==> src/ufc_map.vh <==
`ifndef UFC_MAP_VH
`define UFC_MAP_VH

// ****************************************************
// Register byte offsets
// ****************************************************
`define UFC_OFS_FIFO_CTRL   12'h000
`define UFC_OFS_SER_CTRL    12'h004
`define UFC_OFS_OCCUPANCY   12'h008
`define UFC_OFS_PORT_CTRL   12'h00C
`define UFC_OFS_LINE_STAT   12'h010

// ****************************************************
// Field positions
// ****************************************************
`define UFC_FC_MCE          3
`define UFC_FC_TFRST        2
`define UFC_FC_RFRST        1
`define UFC_SC_TE           5
`define UFC_SC_RE           4
`define UFC_SC_CLK_SOURCE_SEL_HI         1
`define UFC_SC_CLK_SOURCE_SEL_LO         0
`define UFC_OC_TX_LSB       8
`define UFC_OC_RX_LSB       0
`define UFC_PT_RTS_DIR      7
`define UFC_PT_RTS_DATA     6
`define UFC_PT_CTS_DIR      5
`define UFC_PT_CTS_DATA     4
`define UFC_PT_CLK_DIR      3
`define UFC_PT_CLK_DATA     2
`define UFC_PT_BRK_DIR      1
`define UFC_PT_BRK_DATA     0
`define UFC_LS_OVERRUN_FLAG         0

// ****************************************************
// Reset values and sizes
// ****************************************************
`define UFC_RST_FIFO_CTRL   4'h0
`define UFC_RST_SER_CTRL    6'h00
`define UFC_RST_PORT_DIR    4'h0
`define UFC_RST_OVERRUN_FLAG        1'b0
`define UFC_FIFO_DEPTH      16
`define UFC_COUNT_W         5

`endif

==> src/ufc_occ_count.v <==
`timescale 1ns/100ps
`include "ufc_map.vh"

module ufc_occ_count #(
   parameter DEPTH   = `UFC_FIFO_DEPTH,
   parameter COUNT_W = `UFC_COUNT_W
) (
   // Clock and reset
   input  wire               pclk,
   input  wire               presetn,
   // Events
   input  wire               clr,
   input  wire               push,
   input  wire               pop,
   // State
   output reg  [COUNT_W-1:0] count_reg,
   output wire               full,
   output wire               empty
);

   localparam [COUNT_W-1:0] FULL_CNT = DEPTH[COUNT_W-1:0];
   localparam [COUNT_W-1:0] ONE      = {{(COUNT_W-1){1'b0}}, 1'b1};

   reg  [COUNT_W-1:0] count_next;
   wire               do_push;
   wire               do_pop;

   assign full    = (count_reg == FULL_CNT);
   assign empty   = (count_reg == {COUNT_W{1'b0}});
   // Overfill and underflow are refused so the count stays in range;
   // a push and a pop in one cycle pass through and leave the count as is
   assign do_push = push & (~full | pop);
   assign do_pop  = pop & (~empty | push);

   always @* begin
      count_next = count_reg;
      if (clr) begin
         count_next = {COUNT_W{1'b0}};                // see RULE24
      end else if (do_push & ~do_pop) begin
         count_next = count_reg + ONE;                // see RULE24
      end else if (do_pop & ~do_push) begin
         count_next = count_reg - ONE;                // see RULE24
      end
   end

   always @(posedge pclk or negedge presetn) begin
      if (!presetn) begin
         count_reg <= {COUNT_W{1'b0}};
      end else begin
         count_reg <= count_next;
      end
   end

endmodule

==> src/ufc_serial_aux.v <==
// Summary of operation
// RULE1: occupancy word: tx count high, rx low
// RULE2: tx count bits 12:8, zero to sixteen
// RULE3: rx count bits 4:0, zero to sixteen
// RULE4: occupancy read-only, reset zero, spare bits zero
// RULE5: reset clears port bits except pin data
// RULE6: port bits 15:8 read zero
// RULE7: rts direction set drives rts data
// RULE8: rts data reads rts pin level
// RULE9: cts direction set drives cts data
// RULE10: cts data reads cts pin level
// RULE11: clear modem enable before port rts/cts
// RULE12: clock direction set drives clock data
// RULE13: clock data reads clock pin level
// RULE14: break direction set drives transmit pin
// RULE15: break data reads receive pin level
// RULE16: pin data low is 0, high 1
// RULE17: character on full rx fifo sets overrun
// RULE18: overrun clears by reset or read-1-write-0
// RULE19: receive disable keeps overrun flag
// RULE20: overrun keeps fifo, drops character, halts
// RULE21: line status bits 15:1 read zero
// RULE22: modem off: cts asserted, rts zero
// RULE23: each fifo holds sixteen bytes
// RULE24: counts follow pushes, pops, fifo reset
//
// The APB interface to the registers and the register offsets are this design's own decisions.
`timescale 1ns/100ps
`include "ufc_map.vh"

module ufc_serial_aux #(
   parameter DEPTH   = `UFC_FIFO_DEPTH,
   parameter COUNT_W = `UFC_COUNT_W
) (
   // APB clock and reset
   input  wire        pclk,
   input  wire        presetn,
   // APB slave
   input  wire        psel,
   input  wire        penable,
   input  wire        pwrite,
   input  wire [11:0] paddr,
   input  wire [31:0] pwdata,
   output reg  [31:0] prdata,
   output wire        pready,
   output wire        pslverr,
   // Transmit FIFO events
   input  wire        tx_push,
   input  wire        tx_pop,
   output wire        tx_full,
   // Receive FIFO events
   input  wire        rx_char_done,
   input  wire        rx_pop,
   output wire        rx_store,
   output wire        rx_enable,
   output wire        rx_full,
   // Serial engine side
   input  wire        tx_line,
   input  wire        rts_modem,
   input  wire        baud_clk,
   output wire        cts_ok,
   output wire        tx_enable,
   // Request-to-send pin
   input  wire        rts_pin_i,
   output wire        rts_pin_o,
   output wire        rts_pin_oe,
   // Clear-to-send pin
   input  wire        cts_pin_i,
   output wire        cts_pin_o,
   output wire        cts_pin_oe,
   // Serial clock pin
   input  wire        sck_pin_i,
   output wire        sck_pin_o,
   output wire        sck_pin_oe,
   // Transmit and receive pins
   input  wire        rxd_pin_i,
   output wire        txd_pin_o,
   output wire        txd_pin_oe
);

   // ****************************************************
   // Declarations
   // ****************************************************
   reg  [3:0]         fifo_ctrl_reg;
   reg  [5:0]         ser_ctrl_reg;
   reg  [3:0]         port_dir_reg;
   reg  [3:0]         pin_data_reg;
   reg                overrun_flag_reg;
   reg                overrun_flag_next;
   reg                overrun_seen_reg;
   reg                overrun_seen_next;
   reg  [31:0]        rdata_next;
   reg                addr_hit;
   wire               setup_ph;
   wire               access_ph;
   wire               wr_en;
   wire               rd_en;
   wire               modem_ctrl_enable;
   wire               tx_fifo_rst;
   wire               rx_fifo_rst;
   wire               transmit_enable_bit;
   wire               receive_enable_bit;
   wire [1:0]         clk_source_sel;
   wire [COUNT_W-1:0] tx_count;
   wire [COUNT_W-1:0] rx_count;
   wire               rx_fifo_full;
   wire               overrun_event;
   wire               rx_push;
   wire [15:0]        occ_word;
   wire [15:0]        port_word;
   wire [15:0]        lsr_word;
   wire               rts_pin_dir;
   wire               cts_pin_dir;
   wire               clk_pin_dir;
   wire               break_pin_dir;

   // ****************************************************
   // APB handshake
   // ****************************************************
   // Zero wait states: the read word is captured in setup
   assign setup_ph  = psel & ~penable;
   assign access_ph = psel & penable;
   assign wr_en     = access_ph & pwrite & addr_hit;
   assign rd_en     = access_ph & ~pwrite & addr_hit;
   assign pready    = 1'b1;
   assign pslverr   = access_ph & ~addr_hit;

   always @* begin
      case (paddr)
         `UFC_OFS_FIFO_CTRL: addr_hit = 1'b1;
         `UFC_OFS_SER_CTRL:  addr_hit = 1'b1;
         `UFC_OFS_OCCUPANCY: addr_hit = 1'b1;
         `UFC_OFS_PORT_CTRL: addr_hit = 1'b1;
         `UFC_OFS_LINE_STAT: addr_hit = 1'b1;
         default:            addr_hit = 1'b0;
      endcase
   end

   // ****************************************************
   // Control field decode
   // ****************************************************
   assign modem_ctrl_enable   = fifo_ctrl_reg[`UFC_FC_MCE];
   assign tx_fifo_rst         = fifo_ctrl_reg[`UFC_FC_TFRST];
   assign rx_fifo_rst         = fifo_ctrl_reg[`UFC_FC_RFRST];
   assign transmit_enable_bit = ser_ctrl_reg[`UFC_SC_TE];
   assign receive_enable_bit  = ser_ctrl_reg[`UFC_SC_RE];
   assign clk_source_sel      = {ser_ctrl_reg[`UFC_SC_CLK_SOURCE_SEL_HI],
                                 ser_ctrl_reg[`UFC_SC_CLK_SOURCE_SEL_LO]};
   assign rts_pin_dir         = port_dir_reg[3];
   assign cts_pin_dir         = port_dir_reg[2];
   assign clk_pin_dir         = port_dir_reg[1];
   assign break_pin_dir       = port_dir_reg[0];
   assign tx_enable           = transmit_enable_bit;

   // ****************************************************
   // Control registers
   // ****************************************************
   always @(posedge pclk or negedge presetn) begin
      if (!presetn) begin
         fifo_ctrl_reg <= `UFC_RST_FIFO_CTRL;
         ser_ctrl_reg  <= `UFC_RST_SER_CTRL;
         port_dir_reg  <= `UFC_RST_PORT_DIR;           // see RULE5
      end else if (wr_en) begin
         if (paddr == `UFC_OFS_FIFO_CTRL) begin
            fifo_ctrl_reg <= pwdata[3:0];
         end
         if (paddr == `UFC_OFS_SER_CTRL) begin
            ser_ctrl_reg <= pwdata[5:0];
         end
         if (paddr == `UFC_OFS_PORT_CTRL) begin
            port_dir_reg <= {pwdata[`UFC_PT_RTS_DIR],
                             pwdata[`UFC_PT_CTS_DIR],
                             pwdata[`UFC_PT_CLK_DIR],
                             pwdata[`UFC_PT_BRK_DIR]};
         end
      end
   end

   // Pin data latches have no reset: their value is undefined until written
   always @(posedge pclk) begin
      if (wr_en && (paddr == `UFC_OFS_PORT_CTRL)) begin
         pin_data_reg <= {pwdata[`UFC_PT_RTS_DATA],
                          pwdata[`UFC_PT_CTS_DATA],
                          pwdata[`UFC_PT_CLK_DATA],
                          pwdata[`UFC_PT_BRK_DATA]};   // see RULE5
      end
   end

   // ****************************************************
   // FIFO occupancy counters
   // ****************************************************
   // Sixteen stages bound each count at sixteen
   ufc_occ_count #(
      .DEPTH   (DEPTH),
      .COUNT_W (COUNT_W)
   ) u_tx_count (
      .pclk      (pclk),
      .presetn   (presetn),
      .clr       (tx_fifo_rst),
      .push      (tx_push),
      .pop       (tx_pop),
      .count_reg (tx_count),
      .full      (tx_full),
      .empty     ()
   );                                                 // see RULE23

   ufc_occ_count #(
      .DEPTH   (DEPTH),
      .COUNT_W (COUNT_W)
   ) u_rx_count (
      .pclk      (pclk),
      .presetn   (presetn),
      .clr       (rx_fifo_rst),
      .push      (rx_push),
      .pop       (rx_pop),
      .count_reg (rx_count),
      .full      (rx_fifo_full),
      .empty     ()
   );                                                 // see RULE23

   assign rx_full = rx_fifo_full;

   // ****************************************************
   // Receive gating and overrun
   // ****************************************************
   // A character that lands on a full FIFO is lost, older bytes stay
   assign rx_enable     = receive_enable_bit & ~overrun_flag_reg;    // see RULE20
   assign overrun_event = rx_char_done & rx_enable & rx_fifo_full;   // see RULE17
   assign rx_push       = rx_char_done & rx_enable & ~rx_fifo_full;  // see RULE20
   assign rx_store      = rx_push;

   always @* begin
      overrun_flag_next = overrun_flag_reg;
      overrun_seen_next = overrun_seen_reg;
      // Reading the flag as 1 arms the write-0 clear
      if (rd_en && (paddr == `UFC_OFS_LINE_STAT) && overrun_flag_reg) begin
         overrun_seen_next = 1'b1;                              // see RULE18
      end
      // Writing 1, or 0 without a prior read of 1, does nothing
      if (wr_en && (paddr == `UFC_OFS_LINE_STAT) && overrun_seen_reg &&
          !pwdata[`UFC_LS_OVERRUN_FLAG]) begin
         overrun_flag_next = 1'b0;                              // see RULE18
         overrun_seen_next = 1'b0;
      end
      // A new overrun in the clearing cycle wins over the clear
      if (overrun_event) begin
         overrun_flag_next = 1'b1;                              // see RULE17
      end
   end

   // Receive enable is not a term here, so clearing it keeps the flag
   always @(posedge pclk or negedge presetn) begin
      if (!presetn) begin
         overrun_flag_reg <= `UFC_RST_OVERRUN_FLAG;                     // see RULE18
         overrun_seen_reg <= 1'b0;
      end else begin
         overrun_flag_reg <= overrun_flag_next;                 // see RULE19
         overrun_seen_reg <= overrun_seen_next;
      end
   end

   // ****************************************************
   // Pin drivers
   // ****************************************************
   // Port output overrides modem logic; software clears the modem
   // enable first, otherwise the pin shows the port value anyway
   assign rts_pin_oe = rts_pin_dir | modem_ctrl_enable;         // see RULE7
   assign rts_pin_o  = rts_pin_dir ? pin_data_reg[3] :
                       (modem_ctrl_enable & rts_modem);         // see RULE22
   assign cts_pin_oe = cts_pin_dir;                             // see RULE9
   assign cts_pin_o  = pin_data_reg[2];                         // see RULE16
   // Active-low clear-to-send is forced asserted with modem off
   assign cts_ok     = modem_ctrl_enable ? ~cts_pin_i : 1'b1;   // see RULE22

   // Internal clock output is the only non-port driver of the clock pin
   assign sck_pin_oe = clk_pin_dir | (clk_source_sel == 2'b01); // see RULE12
   assign sck_pin_o  = clk_pin_dir ? pin_data_reg[1] :
                       baud_clk;                                // see RULE12

   // Break output overrides the transmitter; idle line is mark
   assign txd_pin_oe = break_pin_dir | transmit_enable_bit;     // see RULE14
   assign txd_pin_o  = break_pin_dir ? pin_data_reg[0] :
                       (transmit_enable_bit ? tx_line : 1'b1);  // see RULE14

   // ****************************************************
   // Read words
   // ****************************************************
   assign occ_word = {3'h0, tx_count, 3'h0, rx_count};          // see RULE1
   assign port_word = {8'h00,                                   // see RULE6
                       rts_pin_dir, rts_pin_i,                  // see RULE8
                       cts_pin_dir, cts_pin_i,                  // see RULE10
                       clk_pin_dir, sck_pin_i,                  // see RULE13
                       break_pin_dir, rxd_pin_i};               // see RULE15
   assign lsr_word = {15'h0000, overrun_flag_reg};              // see RULE21

   always @* begin
      case (paddr)
         `UFC_OFS_FIFO_CTRL: rdata_next = {28'h0000000, fifo_ctrl_reg};
         `UFC_OFS_SER_CTRL:  rdata_next = {26'h0, ser_ctrl_reg};
         `UFC_OFS_OCCUPANCY: rdata_next = {16'h0000, occ_word}; // see RULE2
         `UFC_OFS_PORT_CTRL: rdata_next = {16'h0000, port_word};
         `UFC_OFS_LINE_STAT: rdata_next = {16'h0000, lsr_word};
         default:            rdata_next = 32'h00000000;
      endcase
   end

   // Occupancy has no write path, so writes to it are dropped
   always @(posedge pclk or negedge presetn) begin
      if (!presetn) begin
         prdata <= 32'h00000000;                                // see RULE4
      end else if (setup_ph && !pwrite) begin
         prdata <= rdata_next;                                  // see RULE3
      end
   end

endmodule

==> config.mk <==
export PLATFORM = sky130hd
export DESIGN_NAME = ufc_serial_aux
export DESIGN_NICKNAME = d
export VERILOG_FILES = /design/src/ufc_occ_count.v /design/src/ufc_serial_aux.v
export VERILOG_INCLUDE_DIRS = /design/src
export SDC_FILE = /design/constraint.sdc
export NUM_CORES = 1
export LEC_CHECK = 0
export ABC_AREA = 0
export BUFFER_PORTS_ARGS = -buffer_cell sky130_fd_sc_hd__buf_2
export CORE_MARGIN = 4
export CORE_UTILIZATION = 40
export DETAILED_ROUTE_END_ITERATION = 6
export HOLD_SLACK_MARGIN = 0.12
export PLACE_DENSITY = 0.69
export SYNTH_ARGS = -nofsm -noshare
export SYNTH_HDL_FRONTEND = slang
export SYNTH_SLANG_ARGS = --single-unit
==> constraint.sdc <==
create_clock -name pclk -period 5.1 [get_ports pclk]
set_clock_uncertainty 0.2 [all_clocks]
set_input_delay 1.02 -clock pclk [delete_from_list [all_inputs] [get_ports pclk]]
set_output_delay 1.02 -clock pclk [all_outputs]
set_load 0.01 [all_outputs]
==> results_dict.tcl <==
set metrics [dict create \
    status "completed" \
    num_antenna_cells 0 \
    via_per_inst 5.334 \
    syn_to_final_growth_pct 16.61 \
    drt-pass1-iter-count 4 \
    wirelength_um 5726 \
    worstMarginPinSlew_ps 980.8 \
    cts_hold_buffers 0 \
    hpwlAfterDp_um 4365 \
    gr-usage-met2 0.2521 \
    grt_usage 0.1604 \
    synth_edf_count 4 \
    p_sw_frac 0.3155 \
    hold_violations 0 \
    slowest_delay_ps 470 \
    die_area_um2 7665 \
    crit_slowest_cell "a211oi_1" \
    rsz0062_at_grt "no" \
    slew_headroom 0.3411 \
    clk_pin_slew_ps 80 \
    cts_max_level 2 \
    p_total_uw 1049 \
    largest_reg_flops 13 \
    n_fill_cell 559 \
    p_comb_frac 0.304 \
    post-cts-setup-buffer-count 0 \
    required_ps 5090 \
    grt_overflow 0 \
    use_met3 0.04139 \
    fmax_ghz 0.2947 \
    synth_area_leaders "dfrtp_1, mux2_2, buf_4" \
    synth_top_area_cell "dfrtp_1" \
    pre_cts_ws_ps 1436 \
    worst-path-buf-inv 2 \
    synth-seq-area-share 0.4330 \
    crit_fanout 8 \
    synth_commonest_cells "dfrtp_1, mux2_2, buf_4, nor2_1, nand2_1" \
    grtUsageMet1 0.2213 \
    peakVddDrop_mv 0.1631 \
    clock_latency_ps 300 \
    stdcell_area_um2 2952 \
    p_int_uw 718.1 \
    die-height_um 87.55 \
    placed_area_um2 2834 \
    io_pins 108 \
    p_sw_uw 331.0 \
    core_um2 6026 \
    vias 1915 \
    synth.most_common_cell "dfrtp_1" \
    period_share 0.6654 \
    root_buffer "clkbuf_8" \
    synth_top_area_frac 0.3856 \
    power.density_nw_per_um2 355.5 \
    ant_nets 0 \
    grt_max_degree 40 \
    path_cells "buf_2 > nand3b_1 > a211oi_1 > inv_1 > fa_1 > a21o_1 > a21oi_1 > mux2i_1 > a221oi_1" \
    synthCells 221 \
    cts_tree "yes" \
    final_nets 352 \
    synth-seq-cells 43 \
    routabilityCongestion 0.8332 \
    post-route-drc-count 0 \
    drive_gt1_frac 0.3838 \
    fin_tns_setup_ps 0 \
    finalSetupViolations 0 \
    synth.avg_cell_area_um2 11.45 \
    period_minus_slack_ps 3394 \
    first_global_vias 1926 \
    top_usage_layer "met2" \
    startpoint_type "input pin" \
    worst_slack_ps 1706 \
    path_class "in2reg" \
    die_w_um 87.55 \
    synth_cell_types 48 \
    routedWlPerCell_um 15.95 \
    ys.flop_type "dfrtp_1" \
    p_leak_uw 0.001461 \
    pwr-share-seq 0.432 \
    cp.arrival_ps 3380 \
    clock-sinks 43 \
    maxSlewViolCount 0 \
    syn-cell-area_um2 2531 \
    hold_path.class "reg2reg" \
    row_count 28 \
    grt_pass1_wl_um 9611 \
    ys_async_sr_fraction 0.9070 \
    initial_utilization 0.4201 \
    antenna_found_initial 0 \
    first_iter_violations 108 \
    max_cap_viol_count 0 \
    pwr-share-clk 0.264 \
    io_buffers 63 \
    cts_resized 0 \
    cts_made_buffers 5 \
    clk_path_buf_depth 2 \
    yosys_warnings 0 \
    end_kind "flip-flop" \
    critical_path.top_delay_family "compound AO/OA/AOI/OAI gates" \
]
worst reg2reg max path: stages, from the launching register on:
cell	delay [ps]
dfrtp_1	400
nand3b_1	310
a211oi_1	470
inv_1	210
fa_1	460
a21o_1	200
a21oi_1	300
mux2i_1	120
a221oi_1	300
final timing paths:
kind / from / endpoint / slack (ps) / cells past startpoint
worst max register to register: overrun_flag_reg / u_rx_count.count_reg[4] / 2030 / 8
min in group asynchronous: presetn / prdata[8] / 630 / 1
worst max-delay path: rx_char_done / u_rx_count.count_reg[4] / 1710 / 9
worst min register to register: prdata[6] / prdata[6] / 290 / 1
max in group asynchronous: presetn / overrun_flag_reg / 3530 / 1
worst min-delay path: prdata[6] / prdata[6] / 290 / 1
metal layers:
layer | part of all wire | wire (um)
met1 | 0.45 | 2556
met2 | 0.46 | 2631
met3 | 0.079 | 450
met4 | 0.015 | 88
met5 | 0 | 0
cell usage in the layout, fill, tap and decap left out, types with 3 or more instances in the layout:
cell type	synthesis	layout
mux4_2	5	5
inv_1	7	7
or3_1	3	3
a21oi_1	8	8
mux2_2	21	21
a22o_1	9	9
nand3_1	4	4
nor2_1	11	11
nand2b_1	5	5
nor3_1	4	4
nand2_1	10	10
a32o_1	3	3
nor2b_1	6	6
nor4_1	4	4
xnor2_1	3	3
ha_1	7	7
conb_1	2	20
edfxtp_1	4	4
o21ai_0	3	3
dfrtp_1	39	39
buf_2	1	63
a21o_1	5	5
clkbuf_8	0	6
mux2_4	4	4
final cells by class:
class / instances / area, um2 / share of cell area
tap: 75 / 93.84 / 0.03179
inverter: 7 / 26.28 / 0.008902
sequential: 43 / 1096 / 0.3713
timing repair buffer: 63 / 315.3 / 0.1068
clock buffer: 6 / 82.58 / 0.02798
clock inverter: 2 / 35.03 / 0.01187
multi-input combinational: 163 / 1303 / 0.4413
metrics by stage:
| step | hold WS, ps | cells | utilization |
|---|---|---|---|
| after floorplan | 275.2 | 239 | - |
| after global placement | 271.0 | 351 | 0.4703 |
| after detailed placement | 275.6 | 351 | 0.4703 |
| after CTS | 294.3 | 359 | 0.4898 |
| after global routing | 327.6 | 359 | 0.4898 |
| final | 289.4 | 359 | 0.4898 |
power by group through the flow:
stage,clock network (uW),registers [uW],logic [uW]
final,277,453,319
after global routing,297,462,364
after CTS,282,452,320
after detailed placement,0,459,318
after global placement,0,457,304
after floorplan,0,439,262
kinds of logic after synthesis:
| family | synth area share |
|---|---|
| adder cells (fa/ha/maj) | 0.05042 |
| AO/OA/AOI/OAI | 0.1157 |
| buffers and inverters | 0.07909 |
| multiplexers | 0.1656 |
| other | 0.002967 |
| XOR/XNOR | 0.01730 |
| AND/OR/NAND/NOR | 0.1359 |
| flip-flops | 0.4330 |
(Power assumes the default switching activity.)
